`src/include/ursel_params.svh`:
```
// Constants for the UART register select block: offsets, keys, masks.
// Assumes inclusion by the design modules by bare name.
`ifndef URSEL_PARAMS_SVH
`define URSEL_PARAMS_SVH
// Register offsets on the three-bit host address
`define URSEL_A_HOLD 3'h0
`define URSEL_A_IEN 3'h1
`define URSEL_A_ISTAT 3'h2
`define URSEL_A_LCTL 3'h3
`define URSEL_A_MCTL 3'h4
`define URSEL_A_LSTAT 3'h5
`define URSEL_A_MSTAT 3'h6
`define URSEL_A_SCRATCH 3'h7
// Line control value that opens the enhanced bank
`define URSEL_BANK_KEY 8'hBF
// Field positions
`define URSEL_LCTL_DIV_BIT 7
`define URSEL_EFUNC_ENH_BIT 4
`define URSEL_FEAT_LVL_BIT 6
// Bits writable, or for interrupt status readable, only with enhanced functions on
`define URSEL_IEN_ENH_MASK 8'hF0
`define URSEL_MCTL_ENH_MASK 8'hE0
`define URSEL_ISTAT_ENH_MASK 8'h30
// Modem status write port keeps its low nibble at zero
`define URSEL_MSCTL_MASK 8'hF0
// Reset values
`define URSEL_REG_RST 8'h00
`define URSEL_DIV_ZERO 8'h00
`endif

```
`src/include/ursel_pkg.sv`:
```
// Types shared by the UART register select block.
// Assumes ursel_params.svh on the include path.
package ursel_pkg;
    // Register reached by the current access, separately for read and write
    typedef enum logic [4:0] {
        SEL_NONE, SEL_REV, SEL_IDENT, SEL_DIV_LO, SEL_DIV_HI, SEL_DIV_FRAC,
        SEL_HOLD, SEL_IEN, SEL_ISTAT, SEL_QCTL, SEL_LCTL, SEL_MCTL, SEL_LSTAT,
        SEL_MSTAT, SEL_MSCTL, SEL_SCRATCH, SEL_LEVEL, SEL_MODE, SEL_THRESH,
        SEL_FEAT, SEL_EFUNC, SEL_RES1, SEL_RES2, SEL_PAUSE1, SEL_PAUSE2
    } ursel_sel_t;

    // One host access: strobes, address and write data
    typedef struct packed {
        logic rd;
        logic wr;
        logic [2:0] addr;
        logic [7:0] wdata;
    } ursel_req_t;

    // Live values from the UART core
    typedef struct packed {
        logic [7:0] rx_char;
        logic [7:0] istat;
        logic [7:0] lstat;
        logic [7:0] mstat;
        logic [7:0] level;
    } ursel_core_t;

    // Stored register contents handed to the core
    typedef struct packed {
        logic [7:0] div_lo;
        logic [7:0] div_hi;
        logic [7:0] div_frac;
        logic [7:0] ien;
        logic [7:0] lctl;
        logic [7:0] mctl;
        logic [7:0] msctl;
        logic [7:0] scratch;
        logic [7:0] mode;
        logic [7:0] thresh;
        logic [7:0] feat;
        logic [7:0] efunc;
        logic [7:0] res1;
        logic [7:0] res2;
        logic [7:0] pause1;
        logic [7:0] pause2;
    } ursel_cfg_t;

    // Whole state of the top module
    typedef struct packed {
        ursel_cfg_t cfg;
        logic [7:0] rdata;
        logic rvalid;
        logic tx_push;
        logic [7:0] tx_char;
        logic rx_pop;
        logic qctl_wr;
        logic [7:0] qctl;
    } ursel_state_t;
endpackage : ursel_pkg

```
`src/hdl/ursel_top.sv`:
```
// UART host register bank with bank selection and access side effects.
// Assumes one-cycle synchronous read and write strobes from the host.
//
// What this block does
// Divisor open: offsets 0,1 reach divisor bytes
// Divisor open, enhanced on: offset 2 fraction
// Zero divisor: read revision and identification codes
// Divisor closed: offset 0 receive/transmit characters
// Divisor closed: offset 1 interrupt enable
// Offset 2: interrupt status read, queue control write
// Offset 3 line control; offset 4 modem control
// Offset 5 line status, writes ignored
// Offset 6 modem status; enhanced write port
// Feature bit clear: offset 7 scratch
// Feature bit set: level read, mode write
// Bank key: offset 0 level read, threshold write
// Bank key: feature control, enhanced function
// Bank key: offsets 4-7 flow characters
// Enhanced bits writable only with enhanced on
// Host writes key to open, restores to close
`timescale 1ns/100ps
`default_nettype none
`include "ursel_params.svh"
module ursel_top #(
    parameter logic [7:0] REV_CODE = 8'h3C, // Arbitrary value
    parameter logic [7:0] IDENT_CODE = 8'hC3 // Arbitrary value
) (
    input wire logic CLK,
    input wire logic RST,
    input wire ursel_pkg::ursel_req_t HOST_REQ,
    input wire ursel_pkg::ursel_core_t CORE_IN,
    output logic [7:0] RD_DATA,
    output logic RD_VALID,
    output ursel_pkg::ursel_cfg_t CFG,
    output logic TX_PUSH,
    output logic [7:0] TX_CHAR,
    output logic RX_POP,
    output logic QCTL_WR,
    output logic [7:0] QCTL
);
    import ursel_pkg::*;

    ursel_state_t s;
    ursel_state_t next_s;
    ursel_sel_t rd_sel;
    ursel_sel_t wr_sel;
    logic [7:0] rd_byte;
    logic [7:0] wd;
    logic enh;
    logic lvl_sel;
    logic div_zero;
    logic bank;

    // Bank inputs all come from registers, so a line control write
    // only moves the map from the next access on
    assign enh = s.cfg.efunc[`URSEL_EFUNC_ENH_BIT];
    assign lvl_sel = s.cfg.feat[`URSEL_FEAT_LVL_BIT];
    assign div_zero = (s.cfg.div_lo == `URSEL_DIV_ZERO) && (s.cfg.div_hi == `URSEL_DIV_ZERO);
    assign bank = (s.cfg.lctl == `URSEL_BANK_KEY);
    assign wd = HOST_REQ.wdata;

    // Offset decode for the current bank
    ursel_decode u_decode (
        .addr(HOST_REQ.addr),
        .lctl(s.cfg.lctl),
        .enh(enh),
        .lvl_sel(lvl_sel),
        .div_zero(div_zero),
        .rd_sel(rd_sel),
        .wr_sel(wr_sel)
    );

    // Byte for the read path
    ursel_rdmux u_rdmux (
        .sel(rd_sel),
        .cfg(s.cfg),
        .core(CORE_IN),
        .rev(REV_CODE),
        .ident(IDENT_CODE),
        .enh(enh),
        .rd_byte(rd_byte)
    );

    // Keeps masked bits when enhanced functions are off
    function automatic logic [7:0] merge_enh(input logic [7:0] old_v, input logic [7:0] new_v,
                                            input logic [7:0] mask, input logic en);
        merge_enh = en ? new_v : ((new_v & ~mask) | (old_v & mask));
    endfunction : merge_enh

    // Next state: read capture, register writes and side-effect pulses
    always_comb begin
        next_s = s;
        next_s.rvalid = 1'b0;
        next_s.tx_push = 1'b0;
        next_s.rx_pop = 1'b0;
        next_s.qctl_wr = 1'b0;
        if (HOST_REQ.rd) begin
            next_s.rdata = rd_byte;
            next_s.rvalid = 1'b1;
            // A receive read consumes the character
            if (rd_sel == SEL_HOLD) begin
                next_s.rx_pop = 1'b1;
            end
        end
        if (HOST_REQ.wr) begin
            unique case (wr_sel)
                SEL_DIV_LO: next_s.cfg.div_lo = wd;
                SEL_DIV_HI: next_s.cfg.div_hi = wd;
                SEL_DIV_FRAC: next_s.cfg.div_frac = wd;
                SEL_HOLD: begin
                    next_s.tx_push = 1'b1;
                    next_s.tx_char = wd;
                end
                SEL_IEN: next_s.cfg.ien = merge_enh(s.cfg.ien, wd, `URSEL_IEN_ENH_MASK, enh);
                SEL_QCTL: begin
                    next_s.qctl_wr = 1'b1;
                    next_s.qctl = wd;
                end
                SEL_LCTL: next_s.cfg.lctl = wd;
                SEL_MCTL: next_s.cfg.mctl = merge_enh(s.cfg.mctl, wd, `URSEL_MCTL_ENH_MASK, enh);
                SEL_MSCTL: next_s.cfg.msctl = wd & `URSEL_MSCTL_MASK;
                SEL_SCRATCH: next_s.cfg.scratch = wd;
                SEL_MODE: next_s.cfg.mode = wd;
                SEL_THRESH: next_s.cfg.thresh = wd;
                SEL_FEAT: next_s.cfg.feat = wd;
                SEL_EFUNC: next_s.cfg.efunc = wd;
                SEL_RES1: next_s.cfg.res1 = wd;
                SEL_RES2: next_s.cfg.res2 = wd;
                SEL_PAUSE1: next_s.cfg.pause1 = wd;
                SEL_PAUSE2: next_s.cfg.pause2 = wd;
                // Read-only offsets and unmapped writes change nothing
                default: next_s = next_s;
            endcase
        end
    end

    // State register; everything clears, so the map starts compatible
    always_ff @(posedge CLK or posedge RST) begin
        if (RST) begin
            s <= '0;
        end else begin
            s <= next_s;
        end
    end

    // Outputs straight from the state register
    assign RD_DATA = s.rdata;
    assign RD_VALID = s.rvalid;
    assign CFG = s.cfg;
    assign TX_PUSH = s.tx_push;
    assign TX_CHAR = s.tx_char;
    assign RX_POP = s.rx_pop;
    assign QCTL_WR = s.qctl_wr;
    assign QCTL = s.qctl;

    // Access qualifiers used by the checks below
    logic dl_open;
    assign dl_open = s.cfg.lctl[`URSEL_LCTL_DIV_BIT] && !bank;

    // Read side of several registers, the causes of the receive pop and queue control pulses, and the feature and first resume writes
    logic dl_shut;
    assign dl_shut = !s.cfg.lctl[`URSEL_LCTL_DIV_BIT];
endmodule : ursel_top
`default_nettype wire

```
`src/hdl/ursel_decode.sv`:
```
// Address decode: picks the register reached by reads and by writes.
// Assumes the bank inputs come from registered line and feature state.
`timescale 1ns/100ps
`default_nettype none
`include "ursel_params.svh"
module ursel_decode (
    input wire logic [2:0] addr,
    input wire logic [7:0] lctl,
    input wire logic enh,
    input wire logic lvl_sel,
    input wire logic div_zero,
    output ursel_pkg::ursel_sel_t rd_sel,
    output ursel_pkg::ursel_sel_t wr_sel
);
    import ursel_pkg::*;
    logic bank;
    logic dl;
    // Key value wins over the divisor bit, which it also carries
    assign bank = (lctl == `URSEL_BANK_KEY);
    assign dl = lctl[`URSEL_LCTL_DIV_BIT] && !bank;
    // Read and write may reach different registers at one offset
    always_comb begin
        rd_sel = SEL_NONE;
        wr_sel = SEL_NONE;
        unique case (addr)
            `URSEL_A_HOLD: begin
                if (bank) begin
                    rd_sel = SEL_LEVEL;
                    wr_sel = SEL_THRESH;
                end else if (dl) begin
                    rd_sel = div_zero ? SEL_REV : SEL_DIV_LO;
                    wr_sel = SEL_DIV_LO;
                end else begin
                    rd_sel = SEL_HOLD;
                    wr_sel = SEL_HOLD;
                end
            end
            `URSEL_A_IEN: begin
                if (bank) begin
                    rd_sel = SEL_FEAT;
                    wr_sel = SEL_FEAT;
                end else if (dl) begin
                    rd_sel = div_zero ? SEL_IDENT : SEL_DIV_HI;
                    wr_sel = SEL_DIV_HI;
                end else begin
                    rd_sel = SEL_IEN;
                    wr_sel = SEL_IEN;
                end
            end
            `URSEL_A_ISTAT: begin
                if (bank) begin
                    rd_sel = SEL_EFUNC;
                    wr_sel = SEL_EFUNC;
                end else if (dl && enh) begin
                    rd_sel = SEL_DIV_FRAC;
                    wr_sel = SEL_DIV_FRAC;
                end else begin
                    rd_sel = SEL_ISTAT;
                    wr_sel = SEL_QCTL;
                end
            end
            `URSEL_A_LCTL: begin
                rd_sel = SEL_LCTL;
                wr_sel = SEL_LCTL;
            end
            `URSEL_A_MCTL: begin
                rd_sel = bank ? SEL_RES1 : SEL_MCTL;
                wr_sel = bank ? SEL_RES1 : SEL_MCTL;
            end
            `URSEL_A_LSTAT: begin
                rd_sel = bank ? SEL_RES2 : SEL_LSTAT;
                wr_sel = bank ? SEL_RES2 : SEL_NONE;
            end
            `URSEL_A_MSTAT: begin
                rd_sel = bank ? SEL_PAUSE1 : SEL_MSTAT;
                wr_sel = bank ? SEL_PAUSE1 : (enh ? SEL_MSCTL : SEL_NONE);
            end
            `URSEL_A_SCRATCH: begin
                if (bank) begin
                    rd_sel = SEL_PAUSE2;
                    wr_sel = SEL_PAUSE2;
                end else begin
                    rd_sel = lvl_sel ? SEL_LEVEL : SEL_SCRATCH;
                    wr_sel = lvl_sel ? SEL_MODE : SEL_SCRATCH;
                end
            end
        endcase
    end
endmodule : ursel_decode
`default_nettype wire

```
`src/hdl/ursel_rdmux.sv`:
```
// Read multiplexer: the byte returned for the selected register.
// Assumes the select comes from ursel_decode in the same cycle.
`timescale 1ns/100ps
`default_nettype none
`include "ursel_params.svh"
module ursel_rdmux (
    input wire ursel_pkg::ursel_sel_t sel,
    input wire ursel_pkg::ursel_cfg_t cfg,
    input wire ursel_pkg::ursel_core_t core,
    input wire logic [7:0] rev,
    input wire logic [7:0] ident,
    input wire logic enh,
    output logic [7:0] rd_byte
);
    import ursel_pkg::*;
    // Write-only and unmapped selections read as zero
    always_comb begin
        rd_byte = 8'h00;
        unique case (sel)
            SEL_REV: rd_byte = rev;
            SEL_IDENT: rd_byte = ident;
            SEL_DIV_LO: rd_byte = cfg.div_lo;
            SEL_DIV_HI: rd_byte = cfg.div_hi;
            SEL_DIV_FRAC: rd_byte = cfg.div_frac;
            SEL_HOLD: rd_byte = core.rx_char;
            SEL_IEN: rd_byte = cfg.ien;
            // Enhanced status bits hidden in compatible mode
            SEL_ISTAT: rd_byte = enh ? core.istat : (core.istat & ~`URSEL_ISTAT_ENH_MASK);
            SEL_LCTL: rd_byte = cfg.lctl;
            SEL_MCTL: rd_byte = cfg.mctl;
            SEL_LSTAT: rd_byte = core.lstat;
            SEL_MSTAT: rd_byte = core.mstat;
            SEL_SCRATCH: rd_byte = cfg.scratch;
            SEL_LEVEL: rd_byte = core.level;
            SEL_FEAT: rd_byte = cfg.feat;
            SEL_EFUNC: rd_byte = cfg.efunc;
            SEL_RES1: rd_byte = cfg.res1;
            SEL_RES2: rd_byte = cfg.res2;
            SEL_PAUSE1: rd_byte = cfg.pause1;
            SEL_PAUSE2: rd_byte = cfg.pause2;
            default: rd_byte = 8'h00;
        endcase
    end
endmodule : ursel_rdmux
`default_nettype wire

```
`config.mk`:
```
export PLATFORM = sky130hd
export DESIGN_NAME = ursel_top
export DESIGN_NICKNAME = d
export VERILOG_FILES = /design/src/include/ursel_pkg.sv /design/src/hdl/ursel_top.sv /design/src/hdl/ursel_decode.sv /design/src/hdl/ursel_rdmux.sv
export VERILOG_INCLUDE_DIRS = /design/src /design/src/include
export SDC_FILE = /design/constraint.sdc
export NUM_CORES = 1
export LEC_CHECK = 0
export BUFFER_PORTS_ARGS = -buffer_cell sky130_fd_sc_hd__buf_4
export CORE_MARGIN = 1.5
export CORE_UTILIZATION = 55
export CTS_BUF_LIST = sky130_fd_sc_hd__clkbuf_4 sky130_fd_sc_hd__clkbuf_8
export CTS_CLUSTER_DIAMETER = 50
export DETAILED_ROUTE_END_ITERATION = 12
export GPL_TIMING_DRIVEN = 0
export PLACE_DENSITY = 0.83
export SYNTH_ARGS = -nofsm -noshare
export SYNTH_HDL_FRONTEND = slang
export SYNTH_SLANG_ARGS = --single-unit
```
`constraint.sdc`:
```
create_clock -name CLK -period 5.8 [get_ports CLK]
set_input_delay 0.58 -clock CLK [delete_from_list [all_inputs] [get_ports CLK]]
set_output_delay 0.58 -clock CLK [all_outputs]
set_load 0.01 [all_outputs]
```
==> impl_metrics.yaml, run 1 <==
status:
  status: "complete, no violations"
critical_path:
  cp_num_buf_inv: 1
  worstPathRequired_ns: 6.19
  crit_path_max_incr_delay_ns: 0.51
  worstPathCellList: "nand4b_2, nor2_2, clkbuf_1, o31ai_1, a22oi_1, o311ai_2, a311oi_1, nor3_1, a21oi_1"
  slowest_stage: "clkbuf_1"
  cp.arrival_ns: 3.77
  crit_type: "reg -> reg"
  crit_family: "compound AO/OA/AOI/OAI gates"
  cp-start-kind: "flip-flop"
  cp_max_fo: 10
  crit_path_end_kind: "flip-flop"
final_layout:
  mostFrequentLayoutCells: "buf_4 (218), dfrtp_1 (152), mux2_2 (137), nand2_1 (26), a21oi_1 (26)"
  drive_above_1_share_pct: 50.5
  final_common_cell: "buf_4"
  diodes: 0
  area_growth_pct: 28.8
  nNetsFinal: 907
  final_util_pct: 72.2
clock_network:
  postCtsHoldBufs: 0
  cts_setup_buffers: 0
  tritoncts: "yes"
  clk_root_buffer_cell: "clkbuf_8"
  cts_resized: 0
  cts.sink_count: 152
  cts_buffers: 17
  clkTransAtPathRegs_ns: 0.10
  ctsLongestPathBuffers: 2
  cts_max_level: 4
  clock_latency_ns: 0.48
drt:
  routedWlPerCell_um: 26.4
  routed-wl-met2_um: 13100
  wl_met3_um: 2520
  num_vias: 6754
  drc: 0
  drt-pass1-iter-count: 5
  drt_iter0_drc: 716
  detail-route-antenna-nets: 0
  viasPerCell: 6.46
  wirelength_um: 27600
  wl_met1_um: 11100
  top_layer_used: "met4"
sta:
  period_minus_slack_ns: 3.39
  relSlewSlack_pct: 33.6
  setup_violations: 0
  worst_pin_slew_ns: 0.993
  fin_skew_ns: 0.0213
  rsz0062_at_grt: "no"
  clock.fmax_mhz: 295
  hold_viol: 0
  fin_crit_sh_pct: 58.4
  report.final.slew_viol_count: 0
synth:
  synth_edf_count: 0
  ys_seq_elements: 152
  syn-cell-area_um2: 7720
  synthFlopType: "dfrtp_1"
  synth-async-reset-ratio_pct: 100
  synth-seq-area-share_pct: 49.3
  avgSynthCellArea_um2: 12.4
  ys_top_cells_by_area: "dfrtp_1 (49%), mux2_2 (20%), a21oi_1 (1.7%), a22oi_1 (1.3%), nand2_1 (1.3%)"
  synthCells: 623
  ys_types: 82
  synth_top_area_share_pct: 49.3
  ys_warn_count: 0
  netlist.top_cell.by_area: "dfrtp_1"
global_route:
  antenna_found_initial: 0
  grt_max_degree: 97
  grt_pass1_vias: 6750
  grtUsageTotal_pct: 38.0
  grt_pass1_wl_um: 41000
  grt_overflow: 0
pwr:
  pwr-share-seq_pct: 44.2
  power.leakage_nw: 4.79
  p_comb_share_pct: 30.9
  p_sw_mw: 1.24
  peakVddDrop_mv: 0.278
  total_power_mw: 3.47
  p_per_area_nw_per_um2: 349
  sw_frac_of_total_pct: 35.7
  p_clk_share_pct: 24.9
  power.internal_mw: 2.23
placed_design:
  place.gp.congestion: 0.965
  port_buffers: 206
  dp_hpwl_um: 20100
floorplanning:
  die_y_um: 121
  die_w_um: 121
  core_area_um2: 13800
  rows: 43
  pin_count: 211
  initial_core_util_pct: 56.0
  die-area_um2: 14700
job:
  max_cap_viol_count: 0
worst_hold_path:
  hold_class: "in -> async"
## worst register-to-register path, cell delays in order, from the launching register on
cell and delay [ns]:
dfrtp_1 0.45, nand4b_2 0.37, nor2_2 0.42, clkbuf_1 0.51, o31ai_1 0.12, a22oi_1 0.45, o311ai_2 0.39, a311oi_1 0.35
nor3_1 0.13, a21oi_1 0.14
## Yosys cell counts, drive strengths merged, types with 5 or more instances
cell / count
o211ai: 6
o32a: 6
nor4: 9
mux2i: 6
a21oi: 27
dfrtp: 152
nand4: 7
nand3: 14
clkbuf: 17
nor2: 23
nand2: 29
nor2b: 5
and3: 10
nor3: 10
inv: 9
o21ai: 20
a222oi: 5
a221oi: 7
buf: 24
mux2: 145
a22oi: 14
## sequential cells by signal (all words and copies together) (netlist names)
register	flops
CFG	124
QCTL	8
QCTL_WR	1
RD_DATA	8
RD_VALID	1
RX_POP	1
TX_CHAR	8
TX_PUSH	1
## metrics by stage
step	cell area (µm²)	setup slack (ns)	hold slack [ns]	TNS, ns	instances
global placement	9500	-0.173	0.483	-23.88	1012
finish	9940	2.41	0.161	0	1045
detailed placement	9530	2.31	0.493	0	1013
global route	9940	2.32	0.205	0	1045
floorplan	7730	1.13	0.534	0	626
CTS	9940	2.62	0.175	0	1045
## layout make-up
| cell class | instances | area [µm²] |
|---|---|---|
| buffer | 41 | 220 |
| fill | 965 | 3830 |
| clock buffer | 19 | 249 |
| clock inverter | 13 | 160 |
| tap | 180 | 225 |
| inverter | 10 | 42.5 |
| sequential | 152 | 3800 |
| timing repair buffer | 207 | 1570 |
| multi-input combinational | 423 | 3670 |
## per-layer routing
metal	GRT usage, %	up-vias
li1	-	2839
met1	51.9	3467
met2	59.2	387
met3	9.26	61
met4	13.5	0
met5	0	-
## power groups by stage
| stage | Clock [mW] | Sequential (mW) | Combinational (mW) |
|---|---|---|---|
| after floorplan | 0 | 1.56 | 0.421 |
| after global placement | 0 | 1.52 | 1.04 |
| after detailed placement | 0 | 1.54 | 1.06 |
| after CTS | 0.865 | 1.52 | 1.07 |
| after global routing | 0.900 | 1.56 | 1.13 |
| final | 0.865 | 1.53 | 1.07 |
## path summary, 6_finish.rpt
path / from / end / slack (ns) / depth (start not counted)
hold reg to reg: TX_CHAR[3] / TX_CHAR[3] / 0.51 / 1
max in group asynchronous: RST / CFG[94] / 4.80 / 3
setup reg to reg: CFG[94] / RD_DATA[7] / 2.41 / 9
setup / recovery: CFG[94] / RD_DATA[7] / 2.41 / 9
hold / removal: RST / CFG[127] / 0.16 / 2
min in group CLK: HOST_REQ[12] / RD_VALID / 0.32 / 1
## logic make-up after synthesis
family	Yosys count	synth area share [%]
AO/OA/AOI/OAI	131	12.8
buffers and inverters	51	3.34
flip-flops	152	49.3
multiplexers	155	23.1
other	1	0.0486
AND/OR/NAND/NOR	133	11.4
(Power assumes the default switching activity.)
==> run 2, diff against run 1 <==
- ABC_AREA: default -> 1
- CORE_UTILIZATION: 55 -> 54
- clock period: 5.8 -> 3.5 ns (I/O delays scaled with it)
==> run 2 against run 1 <==
  * Critical path type unchanged
  * Critical endpoint is now CFG[106]
  * Critical path depth stayed put
  * Fmax up 31%
  * Die area decreased by 3.5%
  * Flip-flop and latch count did not move
  * Clock-buffer cell count fell by 1
  * Sequential share of layout area grew 1.2 points
  * Wire length is 8.9% lower
  * Synthesized area shrank 5.3%
  * The flow now finishes with violations (negative hold slack)
==> impl_metrics.yaml, run 2 <==
synth:
  ys_seq_elements: 152
  synthMuxAreaShare_pct: 0
  synthCells: 879
  synthXorXnorAreaFrac_pct: 0
  ys_top_cells_by_area: "dfrtp_1 (52%), nand2_1 (14%), o21ai_0 (6.9%), nand3_1 (4.3%), nor2_1 (3.7%)"
  synth-async-reset-ratio_pct: 100
  ys_types: 39
  synth_compound_area_share_pct: 13.6
  synth_top_family_by_area: "simple AND/OR/NAND/NOR gates"
  avgSynthCellArea_um2: 8.31
  syn-cell-area_um2: 7300
  synth_common_cells: "nand2_1 (273), dfrtp_1 (152), o21ai_0 (101), nor2_1 (72), nand3_1 (63)"
  synth_top_area_share_pct: 52.1
  synth_edf_count: 0
  synth-seq-area-share_pct: 52.1
  netlist.top_cell.by_area: "dfrtp_1"
  synth-simple-area-share_pct: 28.8
  synthFlopType: "dfrtp_1"
  synth_most_common_cell: "nand2_1"
  ys_warn_count: 0
  synth_fa_ha_area_share_pct: 0
clock_network:
  cts_setup_buffers: 0
  clock_latency_ns: 0.48
  cts_buffers: 17
  clk_root_buffer_cell: "clkbuf_8"
  ctsLongestPathBuffers: 2
  clkTransAtPathRegs_ns: 0.09
  tritoncts: "yes"
  cts.sink_count: 152
  cts_resized: 0
  cts_max_level: 4
sta:
  fin_crit_sh_pct: 73.9
  tns_ns: 0
  hold_viol: 3
  fin_skew_ns: 0.0113
  clock.fmax_mhz: 387
  worst_pin_slew_ns: 0.767
  report.final.slew_viol_count: 0
  rsz0062_at_grt: "no"
  hold-worst-slack_ns: -0.00348
  relSlewSlack_pct: 48.7
  setup_violations: 0
  period_minus_slack_ns: 2.59
floorplanning:
  initial_core_util_pct: 55.2
  rows: 42
  die-area_um2: 14200
  core_area_um2: 13200
  die_y_um: 119
  die_w_um: 119
  pin_count: 211
pwr:
  p_sw_mw: 1.58
  power.internal_mw: 3.41
  sw_frac_of_total_pct: 31.7
  power.leakage_nw: 4.93
  peakVddDrop_mv: 0.440
  pwr-share-seq_pct: 44.4
  p_comb_share_pct: 22.9
  p_per_area_nw_per_um2: 519
  p_clk_share_pct: 32.6
final_layout:
  largest_reg_flops: 124
  multi_input_area_um2: 3110
  final_util_pct: 72.7
  fillers: 1082
  drive_above_1_share_pct: 27.8
  fin_cells: 1299
  area_growth_pct: 31.9
  diodes: 0
  mostFrequentLayoutCells: "nand2_1 (273), buf_4 (211), dfrtp_1 (152), o21ai_0 (101), nor2_1 (72)"
  nNetsFinal: 1165
  final_common_cell: "nand2_1"
  regArea_um2: 3800
critical_path:
  r2r_end: "CFG[106]"
  r2r-start: "CFG[95]"
  worstPathRequired_ns: 3.82
  crit_path_max_incr_delay_ns: 0.56
  worstPathCellList: "buf_6, nand2_4, nor2_8, nand2_4, buf_6, nand4_1, nor2_1, clkbuf_1, a21oi_1"
  startpoint: "CFG[95]"
  crit_path_end_kind: "flip-flop"
  cp.arrival_ns: 2.91
  r2r_slack_ns: 0.91
  cp_max_fo: 10
  r2r_cells: 9
  slowest_stage: "nor2_1"
  crit_type: "reg -> reg"
  cp-start-kind: "flip-flop"
placed_design:
  dp_hpwl_um: 18500
  place.gp.congestion: 0.965
  dp_cells: 1266
  port_buffers: 205
drt:
  num_vias: 7412
  viasPerCell: 5.71
  detail-route-antenna-nets: 0
  routedWlPerCell_um: 19.3
  drt-pass1-iter-count: 5
  drc: 0
  wirelength_um: 25100
  drt_iter0_drc: 717
global_route:
  antenna_found_initial: 0
  grt_pass1_wl_um: 38600
  grt_pass1_vias: 7060
  grt_max_degree: 44
  grtUsageTotal_pct: 36.0
  grt_overflow: 0
worst_hold_path:
  hold_class: "in -> async"
status:
  violations: "negative hold slack"
  status: "finished, violations left"
job:
  max_cap_viol_count: 0
run 2: changes by cell type after synthesis, moves of 11 or more:
cell     delta
o21ai_0    +85
nor2_1     +53
inv_1      +28
mux2_2    -137
nand3_1    +51
o21ai_1    +11
nand2_1   +247
run 2: layout make-up:
type,instances,area share (%)
Clock buffer,18,2.57
Multi-Input combinational cell,641,32.3
Timing Repair Buffer,209,16.7
Clock inverter,14,2.44
Sequential cell,152,39.5
Inverter,52,2.10
Tap cell,176,2.29
Buffer,37,2.07
run 2: stage by stage:
stage / setup WS, ns / power, mW / cell area, µm²
final: 0.914 / 5.00 / 9630
after floorplan: 1.23 / 2.75 / 7320
after global placement: 0.325 / 3.35 / 9080
after global routing: 0.757 / 5.19 / 9630
after CTS: 0.985 / 4.97 / 9630
after detailed placement: 0.984 / 3.38 / 9140
run 2: cell families after synthesis:
group                  Yosys count
AO/OA/AOI/OAI                  171
AND/OR/NAND/NOR                466
buffers and inverters           89
other                            1
flip-flops                     152
run 2: timing repair:
action                                 4_1_cts  5_1_grt
setup endpoints to repair                    0        0
hold buffers                                 1        0
endpoints found under the hold margin        1        0
run 2: worst max path at each step:
stage / endpoint / cells past startpoint
floorplan: CFG[0] / 1
global placement: CFG[106] / 2
detailed placement: TX_CHAR[7] / 9
CTS: CFG[106] / 9
global route: CFG[105] / 10
finish: CFG[106] / 9
run 2: per-layer routing:
layer | GRT usage (%) | share of wire [%] | vias up
met4 | 15.6 | 3.7 | 0
li1 | - | - | 3361
met1 | 47.2 | 39 | 3583
met2 | 58.2 | 48 | 399
met5 | 0 | 0 | -
met3 | 7.66 | 8.8 | 69
run 2: critical path, delay by kind of cell, from the launching register on:
kind | cells | cell delay [ns]
DFF | 1 | 0.40
buffers and inverters | 3 | 0.89
AOI/OAI and AO/OA | 1 | 0.16
and+or+nand+nor | 5 | 0.99
run 2: power groups by stage:
stage | clock [mW] | sequential, mW | combinational (mW)
after global placement | 0 | 2.23 | 1.11
after detailed placement | 0 | 2.24 | 1.14
after floorplan | 0 | 2.31 | 0.438
after CTS | 1.62 | 2.21 | 1.15
final | 1.63 | 2.22 | 1.15
after global routing | 1.71 | 2.24 | 1.24
==> run 3, diff against run 2 <==
- clock period: 3.5 -> 2.6 ns (I/O delays scaled with it)
==> run 3 against run 2 <==
  * The run now ends clean
  * Combinational power rose by 35%
  * Flip-flop and latch count did not move
  * Register-to-register slack got worse by 0.82 ns
  * Utilization rose by 0.34 points
  * Clock-buffer cell count did not move
  * Sequential power rose by 35%
  * Critical path type unchanged
  * Largest cell class unchanged
==> impl_metrics.yaml, run 3 (same netlist as run 2, synthesis figures left out) <==
status:
  status: "complete, no violations"
critical_path:
  r2r_cells: 9
  crit_path_end_kind: "flip-flop"
  worstPathCellList: "buf_6, inv_1, o211ai_2, nand2_2, nor2_2, nand3_4, nor4_4, buf_6, a21oi_1"
  r2r_slack_ns: 0.09
  crit_type: "reg -> reg"
  slowest_stage: "nor4_4"
  cp.arrival_ns: 2.83
  crit_end: "CFG[115]"
  worstPathRequired_ns: 2.92
  r2r_end: "CFG[115]"
  cp-start-kind: "flip-flop"
  cp_max_fo: 10
  cpMostUsedCell: "buf_6"
  startpoint: "CFG[95]"
  r2r-start: "CFG[95]"
  crit_path_max_incr_delay_ns: 0.51
drt:
  top_layer_used: "met4"
  drt_iter0_drc: 794
  wl_met3_um: 2250
  routedWlPerCell_um: 19.5
  num_vias: 7503
  wirelength_um: 25400
  detail-route-antenna-nets: 0
  viasPerCell: 5.77
  routed-wl-met2_um: 12300
  drt-pass1-iter-count: 5
  drc: 0
  wl_met1_um: 9900
final_layout:
  area_growth_pct: 32.5
  final_common_cell: "nand2_1"
  fin_cells: 1301
  diodes: 0
  fillers: 1075
  mostFrequentLayoutCells: "nand2_1 (273), buf_4 (212), dfrtp_1 (152), o21ai_0 (101), nor2_1 (66)"
  largest_reg_flops: 124
  drive_above_1_share_pct: 28.4
  nNetsFinal: 1167
clock_network:
  clock_latency_ns: 0.48
  clk_root_buffer_cell: "clkbuf_8"
  cts_max_level: 4
  clkTransAtPathRegs_ns: 0.08
  cts_buffers: 17
  tritoncts: "yes"
  ctsLongestPathBuffers: 2
  cts.sink_count: 152
global_route:
  antenna_found_initial: 0
  grt_max_degree: 44
  grt_pass1_wl_um: 38600
  grtUsageTotal_pct: 36.0
  grt_overflow: 0
  grt_pass1_vias: 7060
sta:
  clock.fmax_mhz: 399
  worst_pin_slew_ns: 0.765
  tns_ns: 0
  hold_viol: 0
  fin_crit_sh_pct: 96.4
  setup_violations: 0
  relSlewSlack_pct: 48.9
  period_minus_slack_ns: 2.51
  fin_skew_ns: 0.0136
  report.final.slew_viol_count: 0
  hold-worst-slack_ns: 0.221
pwr:
  peakVddDrop_mv: 0.600
  total_power_mw: 6.73
  p_per_area_nw_per_um2: 695
  power.leakage_nw: 4.94
job:
  max_cap_viol_count: 0
floorplanning:
  core_area_um2: 13200
  die_y_um: 119
  die_w_um: 119
  initial_core_util_pct: 55.2
  die-area_um2: 14200
  rows: 42
  pin_count: 211
worst_hold_path:
  hold_class: "in -> reg"
placed_design:
  port_buffers: 205
  dp_hpwl_um: 18500
  place.gp.congestion: 0.965
  dp_cells: 1266
[run 3: per-layer routing]
metal	vias to the layer above	GRT usage (%)
li1	3365	-
met1	3623	47.2
met2	445	58.2
met3	70	7.66
met4	0	15.6
met5	-	0
[run 3: power breakdown]
part	leakage [nW]	internal, mW	switching, mW
registers	2.00	2.69	0.302
logic	2.71	0.714	0.837
clock network	0.240	1.20	0.990
total	4.94	4.60	2.13
[run 3: worst min-delay path by stage]
stage / to / slack [ns] / startpoint / cells after the start
6_report: CFG[60] / 0.22 / HOST_REQ[4] / 3
3_5_place_dp: RD_VALID / 0.38 / HOST_REQ[12] / 1
3_3_place_gp: RD_VALID / 0.38 / HOST_REQ[12] / 1
5_1_grt: CFG[60] / 0.21 / HOST_REQ[4] / 3
4_1_cts: CFG[60] / 0.21 / HOST_REQ[4] / 3
2_1_floorplan: RD_VALID / 0.29 / HOST_REQ[12] / 0
[run 3: repair_timing]
action | 4_1_cts | 5_1_grt
setup buffers | 0 | 1
endpoints found under the setup margin | 0 | 19
hold buffers | 2 | 0
resized for setup | 0 | 9
endpoints found under the hold margin | 35 | 0
[run 3: critical path, delay by kind of cell (launching register included)]
kind                   cells  cell delay (ns)
DFF                        1             0.38
AOI/OAI and AO/OA          2             0.41
and+or+nand+nor            4             0.95
buffers and inverters      3             0.62
[run 3: metrics by stage]
stage               cell area (µm²)  utilization, %  setup WS (ns)
CTS                            9640            72.8         0.0850
global placement               9080            68.6         -0.485
global route                   9680            73.1        -0.0207
finish                         9680            73.1         0.0933
detailed placement             9140            69.0          0.103
floorplan                      7320               -          0.423
[run 3: final cells by class]
cell class	instances	area (µm²)	share of cell area [%]
Timing Repair Buffer	211	1630	16.8
Multi-Input combinational cell	641	3130	32.4
Tap cell	176	220	2.28
Clock buffer	18	248	2.56
Clock inverter	14	235	2.43
Inverter	52	206	2.13
Sequential cell	152	3800	39.3
Buffer	37	203	2.09
